==> src/hdl/mcuid_pkg.sv <==
// constants, types and decode helpers for the instruction decode and timing block
package mcuid_pkg;
  localparam int WORD_W  = 24;
  localparam int OPC_W   = 8;
  localparam int OPC_LSB = 16;
  localparam int HALF_W  = 16;
  localparam int REG_W   = 4;
  localparam int MODE_W  = 2;
  localparam int FADDR_W = 13;
  localparam int LIT_W   = 12;
  localparam int CYC_W   = 2;
  localparam logic [FADDR_W-1:0] FILE_ADDR_MAX = 13'h1fff;
  localparam logic [OPC_W-1:0]   OPC_NONE      = 8'h00;
  // operand field positions inside the low 16 bits
  localparam int F_BASE  = 12;
  localparam int F_DEST  = 8;
  localparam int F_DMODE = 6;
  localparam int F_SMODE = 4;
  localparam int F_SRC   = 0;
  localparam int F_FADDR = 0;
  localparam int F_FDSEL = 13;
  localparam int F_BITLO = 13;
  localparam int F_KMOVE = 4;
  localparam int F_KARI  = 4;
  localparam int F_TMODE = 0;
  // opcode bits: group, subtype, form flags
  localparam int O_GRP   = 6;
  localparam int O_SUB   = 3;
  localparam int O_ARITH = 3;
  localparam int O_FILE  = 2;
  localparam int O_IND   = 1;
  localparam logic [1:0] GRP_CTRL = 2'h0;
  localparam logic [1:0] GRP_WB   = 2'h1;
  localparam logic [1:0] GRP_BIT  = 2'h2;
  localparam logic [1:0] GRP_LIT  = 2'h3;
  localparam logic [2:0] CT_BRA   = 3'h1;
  localparam logic [2:0] CT_IND   = 3'h2;
  localparam logic [2:0] CT_TBL   = 3'h3;
  localparam logic [2:0] CT_RET   = 3'h4;
  localparam logic [2:0] CT_RETI  = 3'h5;
  localparam logic [2:0] CT_DBL   = 3'h6;
  localparam logic [2:0] CT_SKIP  = 3'h7;
  localparam logic [2:0] WB_DMOV  = 3'h7;
  // added no-operation cycles per case, then the total cycle count of a double-word
  localparam logic [CYC_W-1:0] XC_NONE = 2'h0;
  localparam logic [CYC_W-1:0] XC_ONE  = 2'h1;
  localparam logic [CYC_W-1:0] XC_TWO  = 2'h2;
  localparam logic [CYC_W-1:0] CYC_DBL = 2'h2;
  typedef enum logic [2:0] {
    ST_FETCH  = 3'h1,
    ST_SECOND = 3'h2,
    ST_NOP    = 3'h4
  } mcuid_state_t;
  function automatic logic mcuid_is_two_word(input logic [OPC_W-1:0] opc);
    logic [1:0] grp;
    logic [2:0] sub;
    grp = opc[O_GRP +: 2];
    sub = opc[O_SUB +: 3];
    return (grp == GRP_CTRL && sub == CT_DBL) || (grp == GRP_WB && sub == WB_DMOV);
  endfunction
endpackage

==> src/hdl/mcuid_field_split.sv <==
// operand field extraction from one program word
`timescale 1ns/10ps
module mcuid_field_split
  import mcuid_pkg::*;
(
  input  wire logic [WORD_W-1:0]  word_in,
  output logic      [REG_W-1:0]   base_reg_out,
  output logic      [REG_W-1:0]   src_reg_out,
  output logic      [MODE_W-1:0]  src_mode_out,
  output logic      [REG_W-1:0]   dest_reg_out,
  output logic      [MODE_W-1:0]  dest_mode_out,
  output logic      [FADDR_W-1:0] file_addr_out,
  output logic                    dest_is_file_out,
  output logic      [REG_W-1:0]   bit_pos_out,
  output logic                    bit_indirect_out,
  output logic      [LIT_W-1:0]   literal_out,
  output logic      [MODE_W-1:0]  table_mode_out
);
  wire [OPC_W-1:0] opc      = word_in[OPC_LSB +: OPC_W];
  wire [1:0]       grp      = opc[O_GRP +: 2];
  wire             file_frm = opc[O_FILE];
  wire [REG_W-1:0] base     = word_in[F_BASE +: REG_W];

  assign base_reg_out     = base;
  assign src_reg_out      = word_in[F_SRC +: REG_W];
  assign src_mode_out     = word_in[F_SMODE +: MODE_W];
  assign dest_mode_out    = word_in[F_DMODE +: MODE_W];
  // literal arithmetic without its own destination writes back to base
  assign dest_reg_out     = (grp == GRP_LIT && opc[O_ARITH] && !file_frm) ? base :
                            word_in[F_DEST +: REG_W];
  assign file_addr_out    = word_in[F_FADDR +: FADDR_W];
  assign dest_is_file_out = word_in[F_FDSEL];
  // file form has no room for a 4-bit bit position, so its top bit rides in the opcode
  assign bit_pos_out      = file_frm ? {opc[0], word_in[F_BITLO +: 3]} : base;
  assign bit_indirect_out = (grp == GRP_BIT) && opc[O_IND];
  assign literal_out      = !opc[O_ARITH] ? word_in[F_KMOVE +: LIT_W] :
                            {4'h0, word_in[F_KARI +: 8]};
  assign table_mode_out   = word_in[F_TMODE +: MODE_W];
endmodule

==> src/hdl/mcuid_cycle_ctr.sv <==
// down-counter for added no-operation cycles
`timescale 1ns/10ps
module mcuid_cycle_ctr
  import mcuid_pkg::*;
(
  input  wire logic             clk_in,
  input  wire logic             rst_n_in,
  input  wire logic             load_in,
  input  wire logic [CYC_W-1:0] count_in,
  output logic                  last_out
);
  logic [CYC_W-1:0] left;
  wire  [CYC_W-1:0] next_left = load_in ? count_in :
                                (left != XC_NONE) ? left - XC_ONE : XC_NONE;
  assign last_out = (left == XC_ONE);
  always_ff @(posedge clk_in or negedge rst_n_in) begin
    if (!rst_n_in) begin
      left <= XC_NONE;
    end else begin
      left <= next_left;
    end
  end
endmodule

==> src/hdl/mcuid_decode.sv <==
// instruction decode and cycle-count control top
`timescale 1ns/10ps
module mcuid_decode
  import mcuid_pkg::*;
(
  input  wire logic               ref_clk_in,
  input  wire logic               resetn_in,
  input  wire logic               word_valid_in,
  input  wire logic [WORD_W-1:0]  prog_word_in,
  input  wire logic               cond_true_in,
  input  wire logic               skip_two_word_in,
  output logic                    fetch_ready_out,
  output logic                    instr_valid_out,
  output logic                    commit_out,
  output logic                    nop_cycle_out,
  output logic                    cycle_out,
  output logic      [3:0]         group_out,
  output logic      [CYC_W-1:0]   cycles_out,
  output logic                    two_word_out,
  output logic                    bad_second_out,
  output logic      [OPC_W-1:0]   opcode_out,
  output logic      [REG_W-1:0]   base_source_reg_out,
  output logic      [REG_W-1:0]   second_source_reg_out,
  output logic      [MODE_W-1:0]  second_mode_out,
  output logic      [REG_W-1:0]   dest_reg_out,
  output logic      [MODE_W-1:0]  dest_mode_out,
  output logic      [FADDR_W-1:0] file_addr_out,
  output logic                    dest_is_file_out,
  output logic      [REG_W-1:0]   bit_pos_out,
  output logic                    bit_indirect_out,
  output logic      [LIT_W-1:0]   literal_out,
  output logic      [MODE_W-1:0]  table_mode_out,
  output logic      [HALF_W-1:0]  prog_addr_out,
  output logic      [HALF_W-1:0]  second_word_out
);
  logic              rst_meta;
  logic              rst_n;
  mcuid_state_t      state;
  mcuid_state_t      next_state;
  logic [WORD_W-1:0] first_word;

  // reset released through two flops
  always_ff @(posedge ref_clk_in or negedge resetn_in) begin
    if (!resetn_in) begin
      rst_meta <= 1'b0;
      rst_n    <= 1'b0;
    end else begin
      rst_meta <= 1'b1;
      rst_n    <= rst_meta;
    end
  end

  wire              in_fetch  = (state == ST_FETCH);
  wire              in_second = (state == ST_SECOND);
  wire              in_nop    = (state == ST_NOP);
  wire              take      = word_valid_in && fetch_ready_out;
  wire [OPC_W-1:0]  opc       = prog_word_in[OPC_LSB +: OPC_W];
  wire [1:0]        grp       = opc[O_GRP +: 2];
  wire [2:0]        sub       = opc[O_SUB +: 3];
  wire              is_dbl    = mcuid_is_two_word(opc);
  // a lone second word has a zero opcode and so lands here as a nop
  wire              orphan    = (opc == OPC_NONE);
  wire              take_one  = take && in_fetch && !is_dbl;
  wire              take_dbl1 = take && in_fetch && is_dbl;
  wire              take_dbl2 = take && in_second;
  wire              issue     = take_one || take_dbl2;
  wire              ctrl      = (grp == GRP_CTRL);
  wire              ctr_last;

  // added cycles for a single-word instruction
  wire [CYC_W-1:0] xc_skip = !cond_true_in ? XC_NONE :
                             skip_two_word_in ? XC_TWO : XC_ONE;
  wire [CYC_W-1:0] xc_ctrl =
      (sub == CT_BRA || sub == CT_IND || sub == CT_TBL) ? XC_ONE :
      (sub == CT_RET || sub == CT_RETI) ? XC_TWO :
      (sub == CT_SKIP) ? xc_skip :
      cond_true_in ? XC_ONE : XC_NONE;
  wire [CYC_W-1:0] xc = orphan ? XC_NONE :
                        ctrl ? xc_ctrl :
                        cond_true_in ? XC_ONE : XC_NONE;
  wire             go_nop     = take_one && (xc != XC_NONE);
  wire [CYC_W-1:0] next_cycles = take_dbl2 ? CYC_DBL : CYC_W'(xc + XC_ONE);

  // fields come from the held first word when the pair completes
  wire [WORD_W-1:0] dec_word = in_second ? first_word : prog_word_in;
  wire [OPC_W-1:0]  dec_opc  = dec_word[OPC_LSB +: OPC_W];
  wire [1:0]        dec_grp  = dec_opc[O_GRP +: 2];
  wire [3:0]        dec_oh   = 4'h1 << dec_grp;
  wire              dec_nop  = take_one && orphan;
  wire [HALF_W-1:0] word_low = prog_word_in[HALF_W-1:0];

  wire [REG_W-1:0]   f_base;
  wire [REG_W-1:0]   f_src;
  wire [MODE_W-1:0]  f_smode;
  wire [REG_W-1:0]   f_dest;
  wire [MODE_W-1:0]  f_dmode;
  wire [FADDR_W-1:0] f_faddr;
  wire               f_dfile;
  wire [REG_W-1:0]   f_bit;
  wire               f_bind;
  wire [LIT_W-1:0]   f_lit;
  wire [MODE_W-1:0]  f_tmode;

  mcuid_field_split u_split (
    .word_in          (dec_word),
    .base_reg_out     (f_base),
    .src_reg_out      (f_src),
    .src_mode_out     (f_smode),
    .dest_reg_out     (f_dest),
    .dest_mode_out    (f_dmode),
    .file_addr_out    (f_faddr),
    .dest_is_file_out (f_dfile),
    .bit_pos_out      (f_bit),
    .bit_indirect_out (f_bind),
    .literal_out      (f_lit),
    .table_mode_out   (f_tmode)
  );

  mcuid_cycle_ctr u_ctr (
    .clk_in   (ref_clk_in),
    .rst_n_in (rst_n),
    .load_in  (go_nop),
    .count_in (xc),
    .last_out (ctr_last)
  );

  always_comb begin
    next_state = state;
    unique case (state)
      ST_FETCH: begin
        if (take_dbl1) begin
          next_state = ST_SECOND;
        end else if (go_nop) begin
          next_state = ST_NOP;
        end
      end
      ST_SECOND: begin
        if (take) begin
          next_state = ST_FETCH;
        end
      end
      ST_NOP: begin
        if (ctr_last) begin
          next_state = ST_FETCH;
        end
      end
      default: begin
        next_state = ST_FETCH;
      end
    endcase
  end

  always_ff @(posedge ref_clk_in or negedge rst_n) begin
    if (!rst_n) begin
      state      <= ST_FETCH;
      first_word <= '0;
    end else begin
      state <= next_state;
      if (take_dbl1) begin
        first_word <= prog_word_in;
      end
    end
  end

  // handshake and timing outputs
  always_ff @(posedge ref_clk_in or negedge rst_n) begin
    if (!rst_n) begin
      fetch_ready_out <= 1'b0;
      instr_valid_out <= 1'b0;
      commit_out      <= 1'b0;
      nop_cycle_out   <= 1'b0;
      cycle_out       <= 1'b0;
      cycles_out      <= XC_NONE;
      two_word_out    <= 1'b0;
      bad_second_out  <= 1'b0;
    end else begin
      fetch_ready_out <= (next_state != ST_NOP);
      instr_valid_out <= issue;
      // nops, lone second words and added cycles never write or touch flags
      commit_out      <= issue && !dec_nop;
      nop_cycle_out   <= in_nop;
      cycle_out       <= take || in_nop;
      two_word_out    <= take_dbl2;
      bad_second_out  <= take_dbl2 && (opc != OPC_NONE);
      if (issue) begin
        cycles_out <= next_cycles;
      end
    end
  end

  // decoded fields, held until the next issue
  always_ff @(posedge ref_clk_in or negedge rst_n) begin
    if (!rst_n) begin
      group_out             <= '0;
      opcode_out            <= '0;
      base_source_reg_out   <= '0;
      second_source_reg_out <= '0;
      second_mode_out       <= '0;
      dest_reg_out          <= '0;
      dest_mode_out         <= '0;
      file_addr_out         <= '0;
      dest_is_file_out      <= 1'b0;
      bit_pos_out           <= '0;
      bit_indirect_out      <= 1'b0;
      literal_out           <= '0;
      table_mode_out        <= '0;
      prog_addr_out         <= '0;
      second_word_out       <= '0;
    end else if (issue) begin
      group_out             <= dec_oh;
      opcode_out            <= dec_opc;
      base_source_reg_out   <= f_base;
      second_source_reg_out <= f_src;
      second_mode_out       <= f_smode;
      dest_reg_out          <= f_dest;
      dest_mode_out         <= f_dmode;
      file_addr_out         <= f_faddr;
      dest_is_file_out      <= f_dfile;
      bit_pos_out           <= f_bit;
      bit_indirect_out      <= f_bind;
      literal_out           <= f_lit;
      table_mode_out        <= f_tmode;
      prog_addr_out         <= dec_word[HALF_W-1:0];
      second_word_out       <= take_dbl2 ? prog_word_in[HALF_W-1:0] : '0;
    end
  end

  // three nop cycles in a row would mean the counter missed its last step
  logic [CYC_W-1:0] nop_run;
  always_ff @(posedge ref_clk_in or negedge rst_n) begin
    if (!rst_n) begin
      nop_run <= XC_NONE;
    end else begin
      nop_run <= nop_cycle_out ? CYC_W'(nop_run + XC_ONE) : XC_NONE;
    end
  end
endmodule

==> config.mk <==
export PLATFORM = sky130hd
export DESIGN_NAME = mcuid_decode
export DESIGN_NICKNAME = d
export VERILOG_FILES = /design/src/hdl/mcuid_pkg.sv /design/src/hdl/mcuid_field_split.sv /design/src/hdl/mcuid_cycle_ctr.sv /design/src/hdl/mcuid_decode.sv
export SDC_FILE = /design/constraint.sdc
export NUM_CORES = 1
export LEC_CHECK = 0
export BUFFER_PORTS_ARGS = -buffer_cell sky130_fd_sc_hd__buf_2
export CAP_MARGIN = 25
export CORE_MARGIN = 3
export CORE_UTILIZATION = 50
export CTS_CLUSTER_DIAMETER = 100
export DETAILED_ROUTE_END_ITERATION = 6
export HOLD_SLACK_MARGIN = 0.05
export PLACE_DENSITY = 0.85
export SETUP_SLACK_MARGIN = 0.1
export SLEW_MARGIN = 20
export SYNTH_ARGS = -nofsm -noshare
export SYNTH_HDL_FRONTEND = slang
export SYNTH_HIERARCHICAL = 1
export SYNTH_SLANG_ARGS = --single-unit
export TNS_END_PERCENT = 5
==> constraint.sdc <==
create_clock -name ref_clk_in -period 4.7 [get_ports ref_clk_in]
set_input_delay 0.47 -clock ref_clk_in [delete_from_list [all_inputs] [get_ports ref_clk_in]]
set_output_delay 0.47 -clock ref_clk_in [all_outputs]
set_load 0.01 [all_outputs]
==> summary.json, run 1 <==
{
  "routing": {
    "detail_route.iter0.violations": 179,
    "postRouteAntennaNets": 0,
    "drc": 0,
    "wl_per_cell_um": 18.8,
    "post_route_wl_um": 12300,
    "firstDrtPassIters": 4,
    "via_count": 3439,
    "routed_vias_inst": 5.27
  },
  "pwr": {
    "p_comb_share_pct": 3.1,
    "power.switching_uw": 536,
    "cell_internal_pwr_uw": 2020,
    "p_seq_share_pct": 45.0,
    "pwr-share-clk_pct": 51.9,
    "power.density_nw_per_um2": 370,
    "power.leakage_uw": 0.00375,
    "peakVddDrop_mv": 0.271,
    "p_sw_share_pct": 21.0
  },
  "place": {
    "post-dp-hpwl_um": 8410,
    "port_buffers": 130,
    "gp_routability_congestion": 0.732
  },
  "setup_path": {
    "cp_max_fo": 56,
    "criticalPathCategory": "flip-flop to flip-flop",
    "required_ns": 4.99,
    "critPathLaunch": "state[2]",
    "worst-endpoint-arrival_ns": 3.11,
    "setup.reg_to_reg.worst_slack_ns": 1.88,
    "critical_path.endpoint_type": "flip-flop",
    "worstSetupStartpointType": "flip-flop",
    "destination_of_the_worst_register_to_register_timing_path": "base_source_reg_out[2]",
    "worst_r2r_path_depth": 7,
    "rr_startpoint": "state[2]"
  },
  "sta": {
    "rsz0062_at_grt": "false",
    "final_max_slew_viol_count": 0,
    "timing.slew.headroom_pct": 49.0,
    "worst_slew_pin_slew_ns": 0.765,
    "sum_of_negative_setup_slack_ns": 0,
    "fmax_mhz": 355,
    "fin_worst_skew_ns": 0.00880,
    "report.final.setup_viol": 0,
    "min_cycle_time_layout_ns": 2.82,
    "timing.final.hold_violations": 0,
    "holdWs_ns": 0.272,
    "final.period_utilization_pct": 59.9
  },
  "global_routing": {
    "gr_util_all_layers_pct": 20.7,
    "grt_overflow": 0,
    "maximum_number_of_pins_on_one_net_before_global_route_repair": 61,
    "grt_first_pass_wirelength_um": 20400,
    "initial_antenna_violation_count": 0,
    "grt_pass1_vias": 3783
  },
  "logic_synthesis": {
    "netlist_instances": 395,
    "yosys_warnings": 6,
    "ys_seq_elements": 133,
    "sequential_cell_area_fraction_in_the_yosys_report_pct": 57.8,
    "combined_area_of_all_synthesized_cells_um2": 5760,
    "net_count_synth": 425,
    "synth_cell_type_count": 46,
    "synth_area_per_cell_um2": 14.6
  },
  "clock_network": {
    "clock_sink_count": 133,
    "clock_tree.buffer_depth": 2,
    "clk_root_buffer_cell": "clkbuf_16",
    "cts_setup_buffers": 0,
    "clk_pin_slew_ns": 0.06,
    "htree_levels": 4,
    "cts-buffers-inserted": 17,
    "cts_tree": "yes",
    "clk-insertion-delay-late_ns": 0.41
  },
  "final_layout": {
    "net_count_reported_at_finish": 530,
    "syn_to_final_growth_pct": 19.9,
    "antenna-diode-count": 0,
    "final_layout_size_suffix_gt1_share_pct": 60.6
  },
  "run_status": {
    "run_status": "finished clean"
  },
  "die": {
    "core-area_um2": 11000,
    "core.rowCount": 38,
    "die_width_um": 113,
    "initial_standard_cell_utilization_of_the_core_pct": 52.2,
    "die_h_um": 113,
    "dieArea_um2": 12800,
    "boundaryPins": 131
  },
  "flow_run": {
    "max_cap_viol_count": 0
  },
  "worst_hold_path": {
    "hp-class": "flip-flop to asynchronous set/reset pin"
  }
}
==> critical path, stage by stage, from the launching register on <==
cell	delay (ns)
dfrtp_1	0.44
nor3b_2	0.23
nand3_2	0.11
inv_2	0.36
a21oi_4	0.06
clkinv_2	0.31
buf_4	0.67
mux2_2	0.44
==> cells by family after synthesis <==
family	count (synthesis)	synth area share, %
xor+xnor	1	0.152
simple gates	38	4.45
compound gates	32	4.43
flops	133	57.8
other cells	1	0.0651
buf+inv	59	6.82
fa+ha+maj	1	0.217
mux	130	26.0
==> final cells by class <==
cell class / count / area [um^2]
tap: 140 / 175
sequential: 133 / 3330
timing repair buffer: 137 / 726
clock inverter: 13 / 158
fill: 852 / 4120
multi-input combinational: 203 / 2040
inverter: 8 / 31.3
clock buffer: 19 / 443
==> flip-flops by register name, summed over array words and instances (netlist names), 2 cells and up <==
name	cells
table_mode_out	2
dest_reg_out	4
opcode_out	8
dest_mode_out	2
second_source_reg_out	4
u_ctr/left	2
file_addr_out	13
second_word_out	16
cycles_out	2
first_word	24
prog_addr_out	16
second_mode_out	2
literal_out	12
group_out	4
state	3
base_source_reg_out	4
bit_pos_out	4
==> routing by layer <==
metal	vias to the layer above	track usage [%]	routed length (um)
met4	0	7.21	228
met5	-	0	0
met1	1741	25.8	5140
met3	20	7.06	848
li1	1567	-	-
met2	111	33.8	6080
==> worst max path at each step <==
stage	to	cells after the start	slack [ns]
finish	base_source_reg_out[2]	7	1.88
global route	base_source_reg_out[2]	7	1.69
CTS	base_source_reg_out[2]	7	1.87
detailed placement	dest_is_file_out	7	1.85
global placement	file_addr_out[5]	7	1.98
floorplan	bad_second_out	0	0.72
==> metrics by stage <==
stage                     setup slack [ns]  std cells  total power [uW]  utilization (%)  cell area, um^2
after CTS                             1.87        653              2590             62.6             6910
final                                 1.88        653              2560             62.6             6910
after global routing                  1.69        653              2650             62.6             6910
after detailed placement              1.85        620              1250             57.1             6300
after global placement                1.98        619              1240             56.8             6270
after floorplan                      0.722        395              1240                -             5760
==> power groups by stage <==
stage | clock network (uW) | registers (uW) | logic, uW
after floorplan | 0 | 1180 | 52.0
after global placement | 0 | 1180 | 63.3
after detailed placement | 0 | 1170 | 78.8
after CTS | 1350 | 1150 | 79.8
after global routing | 1410 | 1150 | 88.7
final | 1330 | 1150 | 78.3
==> layout by cell type, fill, tap and decap left out, drive strengths merged, types with 2 or more instances in the layout <==
cell	n
mux2i	2
o21ai	3
inv	7
and2b	4
clkbuf	19
or2	2
nor2	10
o22a	2
a22o	16
nand3	2
a21o	2
clkinv	10
a21oi	4
bufinv	3
mux2	128
buf	136
dfrtp	132
nand2	6
or3b	3
nand4b	2
==> timing repair <==
item	CTS	global route
gates resized for setup	0	0
hold buffers	1	0
hold endpoints to repair	2	0
==> synth_stat cells (all sizes together) <==
| library cell | instances | share of area, % |
|---|---|---|
| o22ai | 1 | 0.11 |
| nand2b | 1 | 0.11 |
| dfstp | 1 | 0.46 |
| o22a | 2 | 0.30 |
| clkbuf | 1 | 0.065 |
| ha | 1 | 0.22 |
| nand4b | 2 | 0.67 |
| nand2 | 6 | 0.39 |
| or3b | 3 | 0.46 |
| a21o | 2 | 0.26 |
| xnor2 | 1 | 0.15 |
| and2b | 4 | 0.52 |
| buf | 50 | 6.2 |
| a21boi | 1 | 0.13 |
| nor3b | 1 | 0.13 |
| o2bb2ai | 1 | 0.15 |
| or3 | 1 | 0.11 |
| nor2b | 1 | 0.11 |
| a31oi | 1 | 0.11 |
| o21ai | 3 | 0.26 |
| dfrtp | 132 | 57 |
| conb | 1 | 0.065 |
| or4b | 1 | 0.17 |
| nor2 | 10 | 0.70 |
| a22o | 16 | 2.4 |
| nand3 | 2 | 0.26 |
| mux2 | 128 | 26 |
| a21oi | 4 | 0.54 |
| or2 | 2 | 0.22 |
| nor4b | 1 | 0.26 |
| inv | 8 | 0.52 |
| o21bai | 1 | 0.13 |
| nand3b | 1 | 0.13 |
| nor3 | 1 | 0.087 |
| or4 | 1 | 0.13 |
| mux2i | 2 | 0.35 |
Note: power is estimated with default switching activity, not from simulation.
==> run 2: changes to the inputs <==
--- a/config.mk
+++ b/config.mk
@@ -12,7 +12,7 @@
 export CTS_CLUSTER_DIAMETER = 100
 export DETAILED_ROUTE_END_ITERATION = 6
 export HOLD_SLACK_MARGIN = 0.05
-export PLACE_DENSITY = 0.85
+export PLACE_DENSITY = 0.88
 export SETUP_SLACK_MARGIN = 0.1
 export SLEW_MARGIN = 20
 export SYNTH_ARGS = -nofsm -noshare
==> constraint.sdc (replaced) <==
create_clock -name ref_clk_in -period 2.5 [get_ports ref_clk_in]
set_input_delay 0.25 -clock ref_clk_in [delete_from_list [all_inputs] [get_ports ref_clk_in]]
set_output_delay 0.25 -clock ref_clk_in [all_outputs]
set_load 0.01 [all_outputs]
==> summary.json, run 2 (synthesis results as in run 1) <==
{
  "run_status": {
    "run_status": "finished clean"
  },
  "sta": {
    "timing.final.hold_violations": 0,
    "min_cycle_time_layout_ns": 2.25,
    "final.period_utilization_pct": 89.8,
    "sum_of_negative_setup_slack_ns": 0,
    "rsz0062_at_grt": "false",
    "fmax_mhz": 445,
    "fin_worst_skew_ns": 0.00654,
    "final_max_slew_viol_count": 0,
    "report.final.setup_viol": 0
  },
  "routing": {
    "firstDrtPassIters": 4,
    "drc": 0,
    "routed_vias_inst": 5.37,
    "postRouteAntennaNets": 0,
    "via_count": 3518,
    "wl_per_cell_um": 18.5,
    "detail_route.iter0.violations": 175,
    "post_route_wl_um": 12100
  },
  "final_layout": {
    "layout_top_registers": "first_word: 24 flops, prog_addr_out: 16 flops, second_word_out: 16 flops",
    "net_count_reported_at_finish": 533,
    "largest_register_ff_count": 24,
    "largest_register": "first_word",
    "finalCoreUtilization_pct": 63.0,
    "most_frequent_cells_in_the_layout": "131 x dfrtp_1, 130 x buf_2, 118 x mux2_2",
    "syn_to_final_growth_pct": 20.6,
    "instances_no_fill": 655,
    "leading_cell_type_in_the_layout_fill_and_taps_excluded": "dfrtp_1",
    "antenna-diode-count": 0,
    "final_layout_size_suffix_gt1_share_pct": 61.0
  },
  "global_routing": {
    "grt_overflow": 0,
    "grt_pass1_vias": 3774,
    "maximum_number_of_pins_on_one_net_before_global_route_repair": 79,
    "grt_first_pass_wirelength_um": 20200,
    "initial_antenna_violation_count": 0,
    "gr_util_all_layers_pct": 20.2
  },
  "clock_network": {
    "htree_levels": 4,
    "clock_sink_count": 133,
    "clk-insertion-delay-late_ns": 0.42,
    "clk_root_buffer_cell": "clkbuf_16",
    "cts-buffers-inserted": 17,
    "clock_tree.buffer_depth": 2,
    "cts_tree": "yes",
    "clk_pin_slew_ns": 0.06
  },
  "place": {
    "gp_routability_congestion": 0.795,
    "port_buffers": 130,
    "post-dp-hpwl_um": 8490,
    "numPlacedInstances": 623
  },
  "pwr": {
    "power.density_nw_per_um2": 697,
    "total_power_uw": 4840,
    "pwr-share-clk_pct": 52.2,
    "cell_internal_pwr_uw": 3830,
    "p_seq_share_pct": 44.7,
    "power.switching_uw": 1020,
    "p_comb_share_pct": 3.0,
    "power.leakage_uw": 0.00376,
    "p_sw_share_pct": 21.0,
    "peakVddDrop_mv": 0.489
  },
  "die": {
    "initial_standard_cell_utilization_of_the_core_pct": 52.2,
    "boundaryPins": 131,
    "core.rowCount": 38,
    "core-area_um2": 11000,
    "die_width_um": 113,
    "dieArea_um2": 12800,
    "die_h_um": 113
  },
  "setup_path": {
    "worstSetupStartpointType": "flip-flop",
    "cp_max_fo": 78,
    "worst-endpoint-arrival_ns": 2.54,
    "required_ns": 2.80,
    "criticalPathCategory": "flip-flop to flip-flop",
    "critical_path.endpoint_type": "flip-flop"
  },
  "flow_run": {
    "max_cap_viol_count": 0
  },
  "worst_hold_path": {
    "hp-class": "primary input to flip-flop"
  }
}
run 2: worst paths after layout:
check                                endpoint            start  cells past startpoint  slack [ns]
max                         prog_addr_out[12]         state[2]                      8        0.25
min                        second_word_out[0]  prog_word_in[0]                      2        0.09
max reg2reg                 prog_addr_out[12]         state[2]                      8        0.25
min reg2reg                  prog_addr_out[9]            rst_n                      0        0.27
max in group asynchronous       opcode_out[3]            rst_n                      1        1.45
min in group asynchronous               rst_n        resetn_in                      2        0.16
run 2: area by class of cell:
type | instances | area [um^2]
multi-input cells | 203 | 2050
clock buffers | 19 | 453
clock inverters | 12 | 154
flip-flops and latches | 133 | 3330
repair buffers | 140 | 753
inverters | 8 | 31.3
well taps | 140 | 175
fillers | 819 | 4080
run 2: worst max-delay path, stage by stage, from the launching register on:
cell and delay [ns]:
dfrtp_1 0.45, nor3b_4 0.36, buf_4 0.19, nand3_2 0.08, inv_2 0.09, a21oi_4 0.04, clkinv_2 0.09, buf_12 0.32
mux2_2 0.40
run 2: per-stage QoR:
stage               worst slack, ns  area (um^2)  hold slack, ns
global placement              0.304         6320          0.0359
global route                  0.113         6950          0.0863
CTS                           0.203         6940          0.0660
detailed placement            0.226         6320          0.0401
floorplan                     0.288         5760         -0.0456
finish                        0.254         6950          0.0861
run 2: power groups by stage:
stage | clock network [uW] | registers (uW) | logic (uW)
after floorplan | 0 | 2220 | 97.8
after detailed placement | 0 | 2210 | 148
final | 2530 | 2170 | 146
after global routing | 2670 | 2170 | 164
after global placement | 0 | 2200 | 141
after CTS | 2570 | 2170 | 149
run 2: per-layer routing:
metal,GRT usage [%],routed length [um],vias up
li1,-,-,1585
met1,26.6,5290,1801
met2,31.6,5840,113
met3,6.31,798,19
met4,7.77,222,0
met5,0,0,-
run 2: repair_timing:
item | 4_1_cts | 5_1_grt
buffers inserted | 0 | 0
endpoints found under the hold margin | 2 | 0
hold buffers | 1 | 0
gates resized for setup | 0 | 1
setup endpoints to repair | 0 | 67
==> run 3: changes to the inputs <==
--- a/config.mk
+++ b/config.mk
@@ -9,6 +9,7 @@
 export CAP_MARGIN = 25
 export CORE_MARGIN = 3
 export CORE_UTILIZATION = 50
+export CTS_BUF_LIST = sky130_fd_sc_hd__clkbuf_8
 export CTS_CLUSTER_DIAMETER = 100
 export DETAILED_ROUTE_END_ITERATION = 6
 export HOLD_SLACK_MARGIN = 0.05
==> summary.json, run 3 (synthesis results as in run 1) <==
{
  "final_layout": {
    "antenna-diode-count": 0,
    "syn_to_final_growth_pct": 18.4,
    "largest_register": "first_word",
    "net_count_reported_at_finish": 539,
    "final_layout_size_suffix_gt1_share_pct": 60.3,
    "multiInputGateArea_um2": 2050,
    "leading_cell_type_in_the_layout_fill_and_taps_excluded": "dfrtp_1",
    "layout.area.seq_um2": 3330,
    "largest_register_ff_count": 24,
    "instances_no_fill": 661,
    "fill_cells": 838,
    "most_frequent_cells_in_the_layout": "131 x dfrtp_1, 130 x buf_2, 118 x mux2_2",
    "layout_top_registers": "first_word: 24 flops, prog_addr_out: 16 flops, second_word_out: 16 flops"
  },
  "sta": {
    "sum_of_negative_setup_slack_ns": 0,
    "min_cycle_time_layout_ns": 2.23,
    "fin_worst_skew_ns": 0.00865,
    "timing.final.hold_violations": 0,
    "timing.slew.headroom_pct": 65.7,
    "worst_slew_pin_slew_ns": 0.513,
    "rsz0062_at_grt": "false",
    "final.period_utilization_pct": 89.2,
    "holdWs_ns": 0.0823,
    "final_max_slew_viol_count": 0,
    "fmax_mhz": 449,
    "report.final.setup_viol": 0
  },
  "routing": {
    "postRouteAntennaNets": 0,
    "firstDrtPassIters": 4,
    "wl_per_cell_um": 18.4,
    "detail_route.iter0.violations": 176,
    "post_route_wl_um": 12100,
    "drc": 0,
    "routed_vias_inst": 5.37,
    "via_count": 3549
  },
  "global_routing": {
    "initial_antenna_violation_count": 0,
    "grt_overflow": 0,
    "grt_first_pass_wirelength_um": 20200,
    "gr_util_all_layers_pct": 20.2,
    "grt_pass1_vias": 3808,
    "maximum_number_of_pins_on_one_net_before_global_route_repair": 79
  },
  "clock_network": {
    "clock_sink_count": 133,
    "cts_tree": "yes",
    "clk_pin_slew_ns": 0.08,
    "htree_levels": 4,
    "clock_tree.buffer_depth": 2,
    "cts_setup_buffers": 0,
    "cts-buffers-inserted": 17,
    "clk-insertion-delay-late_ns": 0.43,
    "clk_root_buffer_cell": "clkbuf_8"
  },
  "pwr": {
    "power.density_nw_per_um2": 612,
    "p_comb_share_pct": 3.7,
    "power.switching_uw": 921,
    "p_seq_share_pct": 51.9,
    "pwr-share-clk_pct": 44.4,
    "peakVddDrop_mv": 0.456,
    "total_power_uw": 4170,
    "cell_internal_pwr_uw": 3250,
    "power.leakage_uw": 0.00370,
    "p_sw_share_pct": 22.1
  },
  "die": {
    "core.rowCount": 38,
    "die_width_um": 113,
    "core-area_um2": 11000,
    "initial_standard_cell_utilization_of_the_core_pct": 52.2,
    "die_h_um": 113,
    "dieArea_um2": 12800,
    "boundaryPins": 131
  },
  "setup_path": {
    "critical_path.endpoint_type": "flip-flop",
    "cp_max_fo": 78,
    "required_ns": 2.82,
    "worstSetupStartpointType": "flip-flop",
    "criticalPathCategory": "flip-flop to flip-flop",
    "worst-endpoint-arrival_ns": 2.55
  },
  "place": {
    "gp_routability_congestion": 0.795,
    "numPlacedInstances": 623,
    "port_buffers": 130,
    "post-dp-hpwl_um": 8490
  },
  "run_status": {
    "run_status": "finished clean"
  },
  "flow_run": {
    "max_cap_viol_count": 0
  },
  "worst_hold_path": {
    "hp-class": "primary input to flip-flop"
  }
}
==> run 3: worst paths after layout <==
check	startpoint	slack (ns)	endpoint	depth (start not counted)
worst max-delay path	state[2]	0.27	second_mode_out[1]	8
worst min register to register	rst_n	0.27	prog_addr_out[9]	0
worst min-delay path	prog_word_in[13]	0.08	second_word_out[13]	2
worst max register to register	state[2]	0.27	second_mode_out[1]	8
min in group asynchronous	resetn_in	0.14	rst_n	2
max in group asynchronous	rst_n	1.45	group_out[0]	1
==> run 3: power by group through the flow <==
stage	sequential, uW	combinational, uW	clock (uW)
2_1_floorplan	2220	97.8	0
3_3_place_gp	2200	141	0
3_5_place_dp	2210	148	0
4_1_cts	2160	156	1900
5_1_grt	2160	173	2000
6_report	2160	153	1850
==> run 3: worst max-delay path: stages, from the launching register on <==
cell and delay [ns]:
dfrtp_1 0.45, nor3b_4 0.37, buf_4 0.19, nand3_2 0.08, inv_2 0.09, a21oi_4 0.04
clkinv_2 0.09, buf_12 0.35, mux2_2 0.40
==> run 3: repair_timing <==
action | 4_1_cts | 5_1_grt
endpoints found under the setup margin | 0 | 77
hold buffers | 7 | 0
resized for setup | 0 | 1
endpoints found under the hold margin | 9 | 0
==> run 3: stage by stage <==
stage / setup WS, ns / util (%) / cell area, um^2
after CTS: 0.166 / 61.7 / 6810
final: 0.271 / 61.8 / 6820
after detailed placement: 0.226 / 57.3 / 6320
after global routing: 0.105 / 61.8 / 6820
after global placement: 0.304 / 57.3 / 6320
after floorplan: 0.288 / - / 5760
==> run 3: per-layer routing <==
layer / global-route usage [%] / wire [um]
met1: 26.5 / 5340
met2: 31.8 / 5880
met3: 6.26 / 722
met4: 7.29 / 201
met5: 0 / 0
==> run 3: layout make-up <==
class | count | share of cell area (%)
tap | 140 | 2.57
timing repair buffer | 146 | 11.9
sequential | 133 | 48.9
multi-input combinational | 203 | 30.0
clock buffer | 19 | 3.84
inverter | 8 | 0.459
clock inverter | 12 | 2.26
